$ cat src/gpi_pkg.sv
package gpi_pkg;
	// ----------------------------------------
	// Port geometry
	// ----------------------------------------
	localparam int PORT_W = 8; // Lines per port
	localparam int SINK_W = 4; // Sixteen sink levels
	localparam int SMALL_HI_W = 4; // Lines of high-current port in twelve-line variant
	// ----------------------------------------
	// Register addresses
	// ----------------------------------------
	localparam logic [7:0] ADDR_LOW_DATA = 8'h00;
	localparam logic [7:0] ADDR_HIGH_DATA = 8'h01;
	localparam logic [7:0] ADDR_LOW_IRQ_EN = 8'h04;
	localparam logic [7:0] ADDR_HIGH_IRQ_EN = 8'h05;
	localparam logic [7:0] ADDR_LOW_PULLUP = 8'h08;
	localparam logic [7:0] ADDR_HIGH_PULLUP = 8'h09;
	// ----------------------------------------
	// Reset values
	// ----------------------------------------
	localparam logic [7:0] RST_DATA = 8'hff; // Released lines idle high
	localparam logic [7:0] RST_IRQ_EN = 8'h00;
	localparam logic [7:0] RST_PULLUP = 8'h00;
	localparam logic [7:0] RST_POL = 8'h00; // Rising edge by default
	localparam logic [3:0] RST_SINK = 4'h0;
	// ----------------------------------------
	// Clock
	// ----------------------------------------
	localparam int CORE_CLK_MHZ = 12; // Doubled resonator rate
endpackage

$ cat src/gpi_edge.sv
`timescale 1ns/10ps
// ----------------------------------------
// Synchroniser, edge detect, pending latch
// ----------------------------------------
module gpi_edge (
	// Clock and reset
	input wire logic sys_clk_i,
	input wire logic arst_n_i,
	// Pin and control
	input wire logic pin_i,
	input wire logic enable_i,
	input wire logic falling_i,
	input wire logic ack_i,
	// Request
	output logic pending_o
);
	typedef struct packed {
		logic sync1;
		logic sync2;
		logic last;
		logic pend;
		logic [2:0] fill; // Real samples taken since reset
	} gpi_edge_s;
	gpi_edge_s st, next_st;
	logic edge_hit;
	// Next state: of the sync chain only sync2 and last feed the detector, gated by fill
	always_comb begin
		next_st = st;
		next_st.sync1 = pin_i;
		next_st.sync2 = st.sync1;
		next_st.last = st.sync2;
		next_st.fill = {st.fill[1:0], 1'b1};
		edge_hit = falling_i ? (st.last & ~st.sync2) : (~st.last & st.sync2);
		// Chain not yet full after reset: a pin held high is no edge
		edge_hit = edge_hit & st.fill[2];
		// Set wins over acknowledge so a coincident edge is not lost
		if (enable_i && edge_hit) begin
			next_st.pend = 1'b1;
		end else if (ack_i) begin
			next_st.pend = 1'b0;
		end
	end
	// State register
	always_ff @(posedge sys_clk_i or negedge arst_n_i) begin
		if (!arst_n_i) begin
			st <= '0;
		end else begin
			st <= next_st;
		end
	end
	assign pending_o = st.pend;
	// Enabled edge sets the request next cycle
	property p_edge_sets;
		@(posedge sys_clk_i) disable iff (!arst_n_i)
		(enable_i && edge_hit) |=> pending_o;
	endproperty
	a_edge_sets: assert property (p_edge_sets) else $error("edge did not set request");
	// Request holds without acknowledge
	property p_holds;
		@(posedge sys_clk_i) disable iff (!arst_n_i)
		(pending_o && !ack_i) |=> pending_o;
	endproperty
	a_holds: assert property (p_holds) else $error("request dropped early");
	// A rise held high for three samples is flagged the cycle after
	property p_rise;
		@(posedge sys_clk_i) disable iff (!arst_n_i)
		(enable_i && !falling_i && !pin_i ##1 pin_i [*3]
			##0 enable_i && !falling_i && !ack_i) |=> pending_o;
	endproperty
	a_rise: assert property (p_rise) else $error("rising edge missed");
endmodule

$ cat src/gpi_ports.sv
`timescale 1ns/10ps
// Operation
// - Two eight-line bidirectional ports
// - Twelve-line variant keeps high bits 0-3
// - Per-line software pull-up enable
// - Per-line four-bit sink level
// - Per-line interrupt enable
// - Edge interrupt with selectable polarity
// - Wake pin open-drain, never drives high
// - Wake pin rising edge raises interrupt
// - Clocked by doubled 12 MHz core clock
// - Data registers at 0x00, 0x01
// - Interrupt enables write-only at 0x04, 0x05
// - Pull-up controls write-only at 0x08, 0x09
module gpi_ports import gpi_pkg::*; #(
	parameter int HI_LINES = gpi_pkg::PORT_W // 8 full, 4 reduced
) (
	// Clock and reset, 12 MHz core clock
	input wire logic sys_clk_i,
	input wire logic arst_n_i,
	// I/O register access
	input wire logic io_wr_i,
	input wire logic io_rd_i,
	input wire logic [7:0] io_addr_i,
	input wire logic [7:0] io_wdata_i,
	output logic [7:0] io_rdata_o,
	// Configuration ports
	input wire logic [gpi_pkg::PORT_W-1:0] low_pol_i,
	input wire logic [gpi_pkg::PORT_W-1:0] high_pol_i,
	input wire logic [2*gpi_pkg::PORT_W*gpi_pkg::SINK_W-1:0] sink_level_i,
	input wire logic wake_pull_low_i,
	input wire logic [2*gpi_pkg::PORT_W:0] irq_ack_i,
	// Port pins
	input wire logic [gpi_pkg::PORT_W-1:0] low_current_port_i,
	output logic [gpi_pkg::PORT_W-1:0] low_current_port_o,
	output logic [gpi_pkg::PORT_W-1:0] low_current_port_oe_o,
	output logic [gpi_pkg::PORT_W-1:0] low_pullup_o,
	input wire logic [gpi_pkg::PORT_W-1:0] high_current_port_i,
	output logic [gpi_pkg::PORT_W-1:0] high_current_port_o,
	output logic [gpi_pkg::PORT_W-1:0] high_current_port_oe_o,
	output logic [gpi_pkg::PORT_W-1:0] high_pullup_o,
	output logic [2*gpi_pkg::PORT_W*gpi_pkg::SINK_W-1:0] sink_level_o,
	// Wake pin
	input wire logic wake_i,
	output logic wake_o,
	output logic wake_oe_o,
	// Interrupt requests: bits 0-7 low, 8-15 high, 16 wake
	output logic [2*gpi_pkg::PORT_W:0] irq_pending_o
);
	import gpi_pkg::*;
	localparam int NL = 2 * PORT_W;
	localparam int SW = NL * SINK_W;
	// Only the full and the twelve-line variants have a pin map
	if (HI_LINES != PORT_W && HI_LINES != SMALL_HI_W) begin : g_bad_lines
		$error("HI_LINES must be 8 or 4");
	end
	// ----------------------------------------
	// State
	// ----------------------------------------
	typedef struct packed {
		logic [7:0] low_data; // Pin drive latch, low-current
		logic [7:0] high_data; // Pin drive latch, high-current
		logic [7:0] low_ie;
		logic [7:0] high_ie;
		logic [7:0] low_pu;
		logic [7:0] high_pu;
		logic [SW-1:0] sink; // Registered sink levels
		logic wake_low; // Wake pin pulldown
		logic [7:0] rdata;
	} gpi_ports_s;
	gpi_ports_s st, next_st;
	logic [7:0] hi_mask; // Lines present on the high port
	logic [NL:0] pins; // Raw pin levels, wake on top
	logic [NL:0] ena;
	logic [NL:0] fall;
	assign hi_mask = (HI_LINES == PORT_W) ? 8'hff : 8'h0f;
	assign pins = {wake_i, high_current_port_i & hi_mask, low_current_port_i};
	assign ena = {1'b1, st.high_ie & hi_mask, st.low_ie};
	assign fall = {1'b0, high_pol_i, low_pol_i}; // Wake pin rising only
	// ----------------------------------------
	// Edge detectors, one per line
	// ----------------------------------------
	genvar g;
	generate
		for (g = 0; g <= NL; g++) begin : g_line
			gpi_edge u_edge (
				.sys_clk_i(sys_clk_i),
				.arst_n_i(arst_n_i),
				.pin_i(pins[g]),
				.enable_i(ena[g]),
				.falling_i(fall[g]),
				.ack_i(irq_ack_i[g]),
				.pending_o(irq_pending_o[g])
			);
		end
	endgenerate
	// ----------------------------------------
	// Register writes and reads
	// ----------------------------------------
	// Write-only registers read as zero; reads return pin levels
	always_comb begin
		next_st = st;
		next_st.sink = sink_level_i;
		next_st.wake_low = wake_pull_low_i;
		if (io_wr_i) begin
			case (io_addr_i)
				ADDR_LOW_DATA: next_st.low_data = io_wdata_i;
				ADDR_HIGH_DATA: next_st.high_data = io_wdata_i & hi_mask;
				ADDR_LOW_IRQ_EN: next_st.low_ie = io_wdata_i;
				ADDR_HIGH_IRQ_EN: next_st.high_ie = io_wdata_i & hi_mask;
				ADDR_LOW_PULLUP: next_st.low_pu = io_wdata_i;
				ADDR_HIGH_PULLUP: next_st.high_pu = io_wdata_i & hi_mask;
				default: ;
			endcase
		end
		next_st.rdata = 8'h00;
		if (io_rd_i) begin
			case (io_addr_i)
				ADDR_LOW_DATA: next_st.rdata = low_current_port_i;
				ADDR_HIGH_DATA: next_st.rdata = high_current_port_i & hi_mask;
				default: next_st.rdata = 8'h00;
			endcase
		end
	end
	// State register on the core clock
	always_ff @(posedge sys_clk_i or negedge arst_n_i) begin
		if (!arst_n_i) begin
			st.low_data <= RST_DATA;
			st.high_data <= RST_DATA;
			st.low_ie <= RST_IRQ_EN;
			st.high_ie <= RST_IRQ_EN;
			st.low_pu <= RST_PULLUP;
			st.high_pu <= RST_PULLUP;
			st.sink <= {NL{RST_SINK}};
			st.wake_low <= 1'b0;
			st.rdata <= 8'h00;
		end else begin
			st <= next_st;
		end
	end
	// ----------------------------------------
	// Pin drive: a 1 releases, a 0 sinks
	// ----------------------------------------
	// Lines are quasi-bidirectional, so oe follows a zero in the latch
	assign low_current_port_o = 8'h00;
	assign low_current_port_oe_o = ~st.low_data;
	assign high_current_port_o = 8'h00;
	assign high_current_port_oe_o = ~st.high_data & hi_mask;
	assign low_pullup_o = st.low_pu;
	assign high_pullup_o = st.high_pu & hi_mask;
	assign sink_level_o = st.sink;
	assign wake_o = 1'b0; // Never drives high
	assign wake_oe_o = st.wake_low;
	assign io_rdata_o = st.rdata;
	// ----------------------------------------
	// Checks
	// ----------------------------------------
	// Open drain: the wake pin is only ever sunk
	property p_wake_od;
		@(posedge sys_clk_i) disable iff (!arst_n_i)
		!(wake_oe_o && wake_o);
	endproperty
	a_wake_od: assert property (p_wake_od) else $error("wake pin driven high");
	// Low pull-ups follow the written byte
	property p_pu_write;
		@(posedge sys_clk_i) disable iff (!arst_n_i)
		(io_wr_i && io_addr_i == ADDR_LOW_PULLUP) |=> (low_pullup_o == $past(io_wdata_i));
	endproperty
	a_pu_write: assert property (p_pu_write) else $error("pull-up write lost");
	// A zero written to the latch sinks the line
	property p_data_write;
		@(posedge sys_clk_i) disable iff (!arst_n_i)
		(io_wr_i && io_addr_i == ADDR_LOW_DATA) |=> (low_current_port_oe_o == ~$past(io_wdata_i));
	endproperty
	a_data_write: assert property (p_data_write) else $error("data write lost");
	// Write-only low enables read back as zero
	property p_ie_read_zero;
		@(posedge sys_clk_i) disable iff (!arst_n_i)
		(io_rd_i && io_addr_i == ADDR_LOW_IRQ_EN) |=> (io_rdata_o == 8'h00);
	endproperty
	a_ie_read_zero: assert property (p_ie_read_zero) else $error("write-only read nonzero");
	// Absent high lines never sink in the small variant
	property p_hi_absent;
		@(posedge sys_clk_i) disable iff (!arst_n_i)
		(HI_LINES == SMALL_HI_W) |-> (high_current_port_oe_o[7:4] == 4'h0);
	endproperty
	a_hi_absent: assert property (p_hi_absent) else $error("absent line driven");
	// Sink levels pass through one register stage
	property p_sink;
		@(posedge sys_clk_i) disable iff (!arst_n_i)
		1'b1 |=> (sink_level_o == $past(sink_level_i));
	endproperty
	a_sink: assert property (p_sink) else $error("sink level not held");
	// High pull-ups follow the write, masked to present lines
	property p_hi_pu_write;
		@(posedge sys_clk_i) disable iff (!arst_n_i)
		(io_wr_i && io_addr_i == ADDR_HIGH_PULLUP) |=>
			(high_pullup_o == ($past(io_wdata_i) & hi_mask));
	endproperty
	a_hi_pu_write: assert property (p_hi_pu_write) else $error("high pull-up write lost");
	// High latch zeros sink only lines that exist
	property p_hi_data_write;
		@(posedge sys_clk_i) disable iff (!arst_n_i)
		(io_wr_i && io_addr_i == ADDR_HIGH_DATA) |=>
			(high_current_port_oe_o == (~$past(io_wdata_i) & hi_mask));
	endproperty
	a_hi_data_write: assert property (p_hi_data_write) else $error("high data write lost");
	// Low data read returns the pin levels of the strobe cycle
	property p_rd_low;
		@(posedge sys_clk_i) disable iff (!arst_n_i)
		(io_rd_i && io_addr_i == ADDR_LOW_DATA) |=> (io_rdata_o == $past(low_current_port_i));
	endproperty
	a_rd_low: assert property (p_rd_low) else $error("low data read wrong");
	// High data read hides absent lines
	property p_rd_high;
		@(posedge sys_clk_i) disable iff (!arst_n_i)
		(io_rd_i && io_addr_i == ADDR_HIGH_DATA) |=>
			(io_rdata_o == ($past(high_current_port_i) & hi_mask));
	endproperty
	a_rd_high: assert property (p_rd_high) else $error("high data read wrong");
	// Read data stands only after a strobe, zero otherwise
	property p_rd_idle;
		@(posedge sys_clk_i) disable iff (!arst_n_i)
		!io_rd_i |=> (io_rdata_o == 8'h00);
	endproperty
	a_rd_idle: assert property (p_rd_idle) else $error("read data without strobe");
endmodule

$ cat config.mk
export PLATFORM = sky130hd
export DESIGN_NAME = gpi_ports
export DESIGN_NICKNAME = d
export VERILOG_FILES = /design/src/gpi_pkg.sv /design/src/gpi_edge.sv /design/src/gpi_ports.sv
export SDC_FILE = /design/constraint.sdc
export NUM_CORES = 1
export LEC_CHECK = 0
export BUFFER_PORTS_ARGS = -buffer_cell sky130_fd_sc_hd__buf_4
export CAP_MARGIN = 20
export CORE_MARGIN = 4
export CORE_UTILIZATION = 35
export CTS_BUF_LIST = sky130_fd_sc_hd__clkbuf_8
export DETAILED_ROUTE_END_ITERATION = 16
export PLACE_DENSITY = 0.6
export SYNTH_ARGS = -nofsm -noshare
export SYNTH_HDL_FRONTEND = slang
export SYNTH_SLANG_ARGS = --single-unit
$ cat constraint.sdc
create_clock -name sys_clk_i -period 1.54 [get_ports sys_clk_i]
set_input_delay 0 -clock sys_clk_i [delete_from_list [all_inputs] [get_ports sys_clk_i]]
set_output_delay 0 -clock sys_clk_i [all_outputs]
set_load 0.01 [all_outputs]
Word-level counts from Yosys, hierarchy flattened
Cells that the tools add are included.

Word-level logic and storage cells: 276. Input port bits: 135. Output and inout port bits: 139. Register bits after elaboration: 240.

Bitwise logic cells: 85. Mux-type cells: 52. Reduce and logical (&&, ||, !) cells: 40. Equal/unequal tests: 5.

Operators with widths (number): $and 1x1->1 (50); $mux 1 (50); $reduce_bool 2->1 (17); $not 1->1 (33); $eq 8x3->1 const B (2); $eq 8x4->1 const B (2); $logic_and 1x1->1 (16); $not 8->8 (2); $pmux 8 s2 (1); $reduce_and 2->1 (6); $eq 8x1->1 const B (1); $logic_not 8->1 (1); $mux 8 (1).

Longest topological paths before layout
Depth in word-level cells: 6. Mapped depth: 5.

Modules after synthesis
A second synthesis with hierarchy kept.

Cell total of the unflattened synthesis: 547. Area, all modules: 8300.5 um2.

Modules (own cells, without submodules): gpi_ports (sequential area each 3047.9 um2, area each 4748.3 um2, cells each 326, instances 1); gpi_edge (sequential area each 175.2 um2, area each 209.0 um2, cells each 13, instances 17).

Least setup slack after synthesis
Ideal clock, no wire load.

Path kind: in2reg. From: input port io_addr_i[1]. To: register st, in the netlist ena[10]. Library setup time: 125 ps. Arrival: 1173 ps. Buffers on the path: 1. Stages: 4. Data required time: 1415 ps. Setup slack: 243 ps. Cell sequence: nor4_4 -> and3_1 -> buf_2 -> mux2_2.

Cells in the longest elaborated chain, start to end: 2.

RTL lines: start, declared (line gpi_ports.sv:24) `input wire logic [7:0] io_addr_i,`; $eq 8x3->1 (line gpi_ports.sv:106) `case (io_addr_i)`; $reduce_and 2->1 (no line); end signal, assigned (line gpi_ports.sv:138) `st <= next_st;`; end, declared (line gpi_ports.sv:71) `gpi_ports_s st, next_st;`.

Every way passes these cells. A chain may end at the register's enable or synchronous reset.

Final worst setup path
From: input port io_addr_i[6]. To: register st, in the netlist low_pullup_o[0].

Cells in the longest elaborated chain, start to end: 2.

RTL lines (line): $eq 8x4->1 (gpi_ports.sv:106); $reduce_and 2->1 (no line).

Every way passes these cells.

==> qor_table.md <==
| Quantity | This run | Unit |
| --- | --- | --- |
| Compound-Gate Fraction of Synth Area | 4.46 | % |
| RR Startpoint | g_line[0].u_edge.st[2] | - |
| TritonCTS clock tree | yes | - |
| Post-synthesis simple-gate area fraction | 4.95 | % |
| DRT Pass-1 Iters | 4 | - |
| Sum Neg Setup Slack | 0 | ns |
| Post-route clock period utilization | 94.0 | % |
| Sum of net half-perimeters after detailed placement | 12.8 | mm |
| Area of the placeable core | 19700 | sq um |
| Detailed-route wire length | 17.9 | mm |
| R2R cell count | 2 | - |
| Largest family of logic cells by synthesized area | buffers and inverters | - |
| First DRT Iteration DRCs | 142 | - |
| Number of port buffers | 256 | - |
| Count of flip-flops with a built-in enable after synthesis | 0 | - |
| Slew @ Worst Pin | 0.794 | ns |
| Flop and latch count out of synthesis | 192 | - |
| H-tree depth | 4 | - |
| Core utilization of the finished layout | 51.9 | % |
| Share of layout cells above drive strength 1 | 45.4 | % |
| Worst hold slack | 0.0353 | ns |
| Most common library cell in the layout ignoring fill and taps | buf_4 | - |
| Pre-CTS worst setup slack | 0.0249 | ns |
| Reg2Reg Setup Slack | 0.32 | ns |
| Largest net degree at the start of global routing | 69 | - |
| Max-cap violations | 0 | - |
| Adder and majority gate portion of the synthesized area | 0 | % |
| Crit path to | low_pullup_o[0] | - |
| TritonCTS sink count | 192 | - |
| Top FF cell, synth | dfrtp_1 | - |
| Number of DRC violations after detailed routing | 0 | - |
| Vertical die dimension | 150 | um |
| Routed vias/inst | 4.26 | - |
| Parity-gate share of the synthesized area counting xor and xnor cells | 0 | % |
| Number of standard cells after synthesis | 499 | - |
| Normalized max-slew margin | 47.0 | % |
| Timing-limited maximum frequency | 0.691 | GHz |
| Buffers inserted by post-CTS timing repair | 0 | - |
| Worst-path maximum fanout | 8 | - |
| Number of warnings issued by yosys | 0 | - |
| Register area share after synthesis | 68.0 | % |
| Number of buffers inserted by hold repair at cts | 127 | - |
| Area enclosed by the die boundary | 22600 | sq um |
| Leakage power | 4.99 | nW |
| Worst-case vdd ir drop | 0.000512 | V |
| Reg-to-reg endpoint | g_line[16].u_edge.pending_o | - |
| Number of diodes added for antenna fixing | 0 | - |
| Final Max Slew Viols | 0 | - |
| Setup slack after layout | 0.0928 | ns |
| Mux share of post-synthesis cell area | 7.62 | % |
| Antenna violations before repair | 0 | - |
| Path class of the lowest-slack min-delay path | input pin to flop | - |
| Post-Synthesis Mean Instance Area | 14.2 | sq um |
| Cell Pwr Density | 958 | nW/um^2 |
| Chip width | 150 | um |
| Antenna-violating nets left | 0 | - |
| Type of origin of the critical path | input pin | - |
| Vias in the first global route | 5146 | - |
| CTS buffer count | 17 | - |
| Post-Synthesis Cell Area | 7100 | sq um |
| Number of placement rows | 51 | - |
| Outcome | finished clean | - |
| Fraction of registers with async set or reset after synthesis | 100 | % |
| Critical path arrival | 1.79 | ns |
| Latest clock arrival within the worst-skew pair | 0.46 | ns |
| Startpoint of the worst setup timing path | io_addr_i[6] | - |
| Fill cells | 1649 | - |
| Unrepaired setup endpoints after global routing | no | - |
| Final clock skew | 0.0135 | ns |
| Ports | 274 | - |
| Global-route total usage across every layer | 16.2 | % |
| Critical path endpoint category | flop | - |
| Area overhead of the layout relative to synthesis | 44.3 | % |
| First-pass GRT wire length | 27.9 | mm |
| Final period demand of the worst path | 1.45 | ns |
| Worst-case clock buffer depth | 2 | - |
| Net count reported at finish | 935 | - |
| Wire length per cell after detailed routing | 16.6 | um |
| Type of the worst setup path | input pin to flop | - |
| Clock Pin Slew Worst Setup and Hold Paths | 0.10 | ns |
| Final Hold Violating Endpoints | 0 | - |
| Yosys cell types | 26 | - |
| Post_cts resized | 0 | - |
| Required time at the endpoint of the critical path | 1.88 | ns |
| Placer's final routability congestion estimate | 0.755 | - |
| Most frequent cells in the layout | 262 x buf_4, 176 x dfrtp_1, 127 x dlygate4sd3_1 | - |
| Total vias in the final route | 4588 | - |
| CTS root buf | clkbuf_8 | - |
| Number of failing setup endpoints in the final timing report | 0 | - |
| Effective utilization at floorplan | 36.0 | % |
| Global route total overflow | 0 | - |
## cell usage after synthesis, types with 4 or more instances
| master | number | area, sq um |
|---|---|---|
| nand2_1 | 17 | 63.8 |
| inv_1 | 33 | 124 |
| nand2b_1 | 14 | 87.6 |
| dfstp_2 | 16 | 420 |
| mux2_2 | 48 | 541 |
| a32o_1 | 14 | 140 |
| dfrtp_1 | 176 | 4400 |
| a22oi_1 | 8 | 60.1 |
| nor2b_1 | 4 | 25.0 |
| buf_4 | 122 | 916 |
| o22ai_1 | 17 | 106 |
| nor2_1 | 9 | 33.8 |
## final cells by class
class | instances | area (sq um) | share of cell area (%)
repair buffers | 392 | 3290 | 32.2
clock inverters | 14 | 143 | 1.39
multi-input cells | 164 | 1280 | 12.5
clock buffers | 18 | 248 | 2.42
well taps | 265 | 332 | 3.24
inverters | 33 | 124 | 1.21
flip-flops and latches | 192 | 4820 | 47.1
## critical path, stage by stage
cell	delay (ns)
dlygate4sd3_1	0.54
buf_4	0.14
nor2b_1	0.25
buf_4	0.20
nand4b_2	0.28
mux2_2	0.37
## flip-flops by register name, summed over array words and instances (netlist names)
register,flops
sink_level_o,64
g_line.u_edge.next_st,36
g_line.u_edge.st,18
g_line.u_edge.pending_o,17
ena,16
st,16
high_pullup_o,8
io_rdata_o,8
low_pullup_o,8
wake_oe_o,1
## routing by layer
layer  share of wire [%]  routed length (um)  up-vias  global-route usage [%]
met5                   0                   0        -                       0
met4                 1.0                 186        0                    3.71
met3                 8.4                1510       15                    5.30
met2                  52                9250      193                    28.7
met1                  39                6980     2269                    19.1
li1                    -                   -     2111                       -
## where the power goes
part	switching, mW	total (mW)	leakage (nW)	internal (mW)
logic	0.474	1.18	2.45	0.703
clock network	1.86	3.24	0.195	1.38
registers	0.114	5.39	2.34	5.28
## per-stage QoR
stage               power, mW  cells  instance area, sq um
finish                   9.81   1078                 10200
CTS                      9.96   1078                 10200
floorplan                5.88    515                  7160
detailed placement       6.42    919                  8580
global placement         6.39    919                  8580
global route             10.3   1078                 10200
## how the worst min path moves through the flow
| stage | startpoint | endpoint | slack (ns) | cells after the start |
|---|---|---|---|---|
| after global routing | io_rd_i | io_rdata_o[5] | 0.02 | 4 |
| after CTS | io_rd_i | io_rdata_o[5] | 0.008 | 4 |
| after detailed placement | arst_n_i | g_line[11].u_edge.next_st[5] | -0.1 | 1 |
| after floorplan | arst_n_i | ena[0] | -0.30 | 0 |
| after global placement | arst_n_i | g_line[11].u_edge.next_st[5] | -0.1 | 1 |
| final | io_rd_i | io_rdata_o[5] | 0.04 | 4 |
## logic make-up after synthesis
| family | after synthesis |
|---|---|
| AOI/OAI and AO/OA | 41 |
| buffers and inverters | 159 |
| DFF | 192 |
| muxes | 48 |
| other | 2 |
| and+or+nand+nor | 57 |
(Power assumes the default switching activity.)
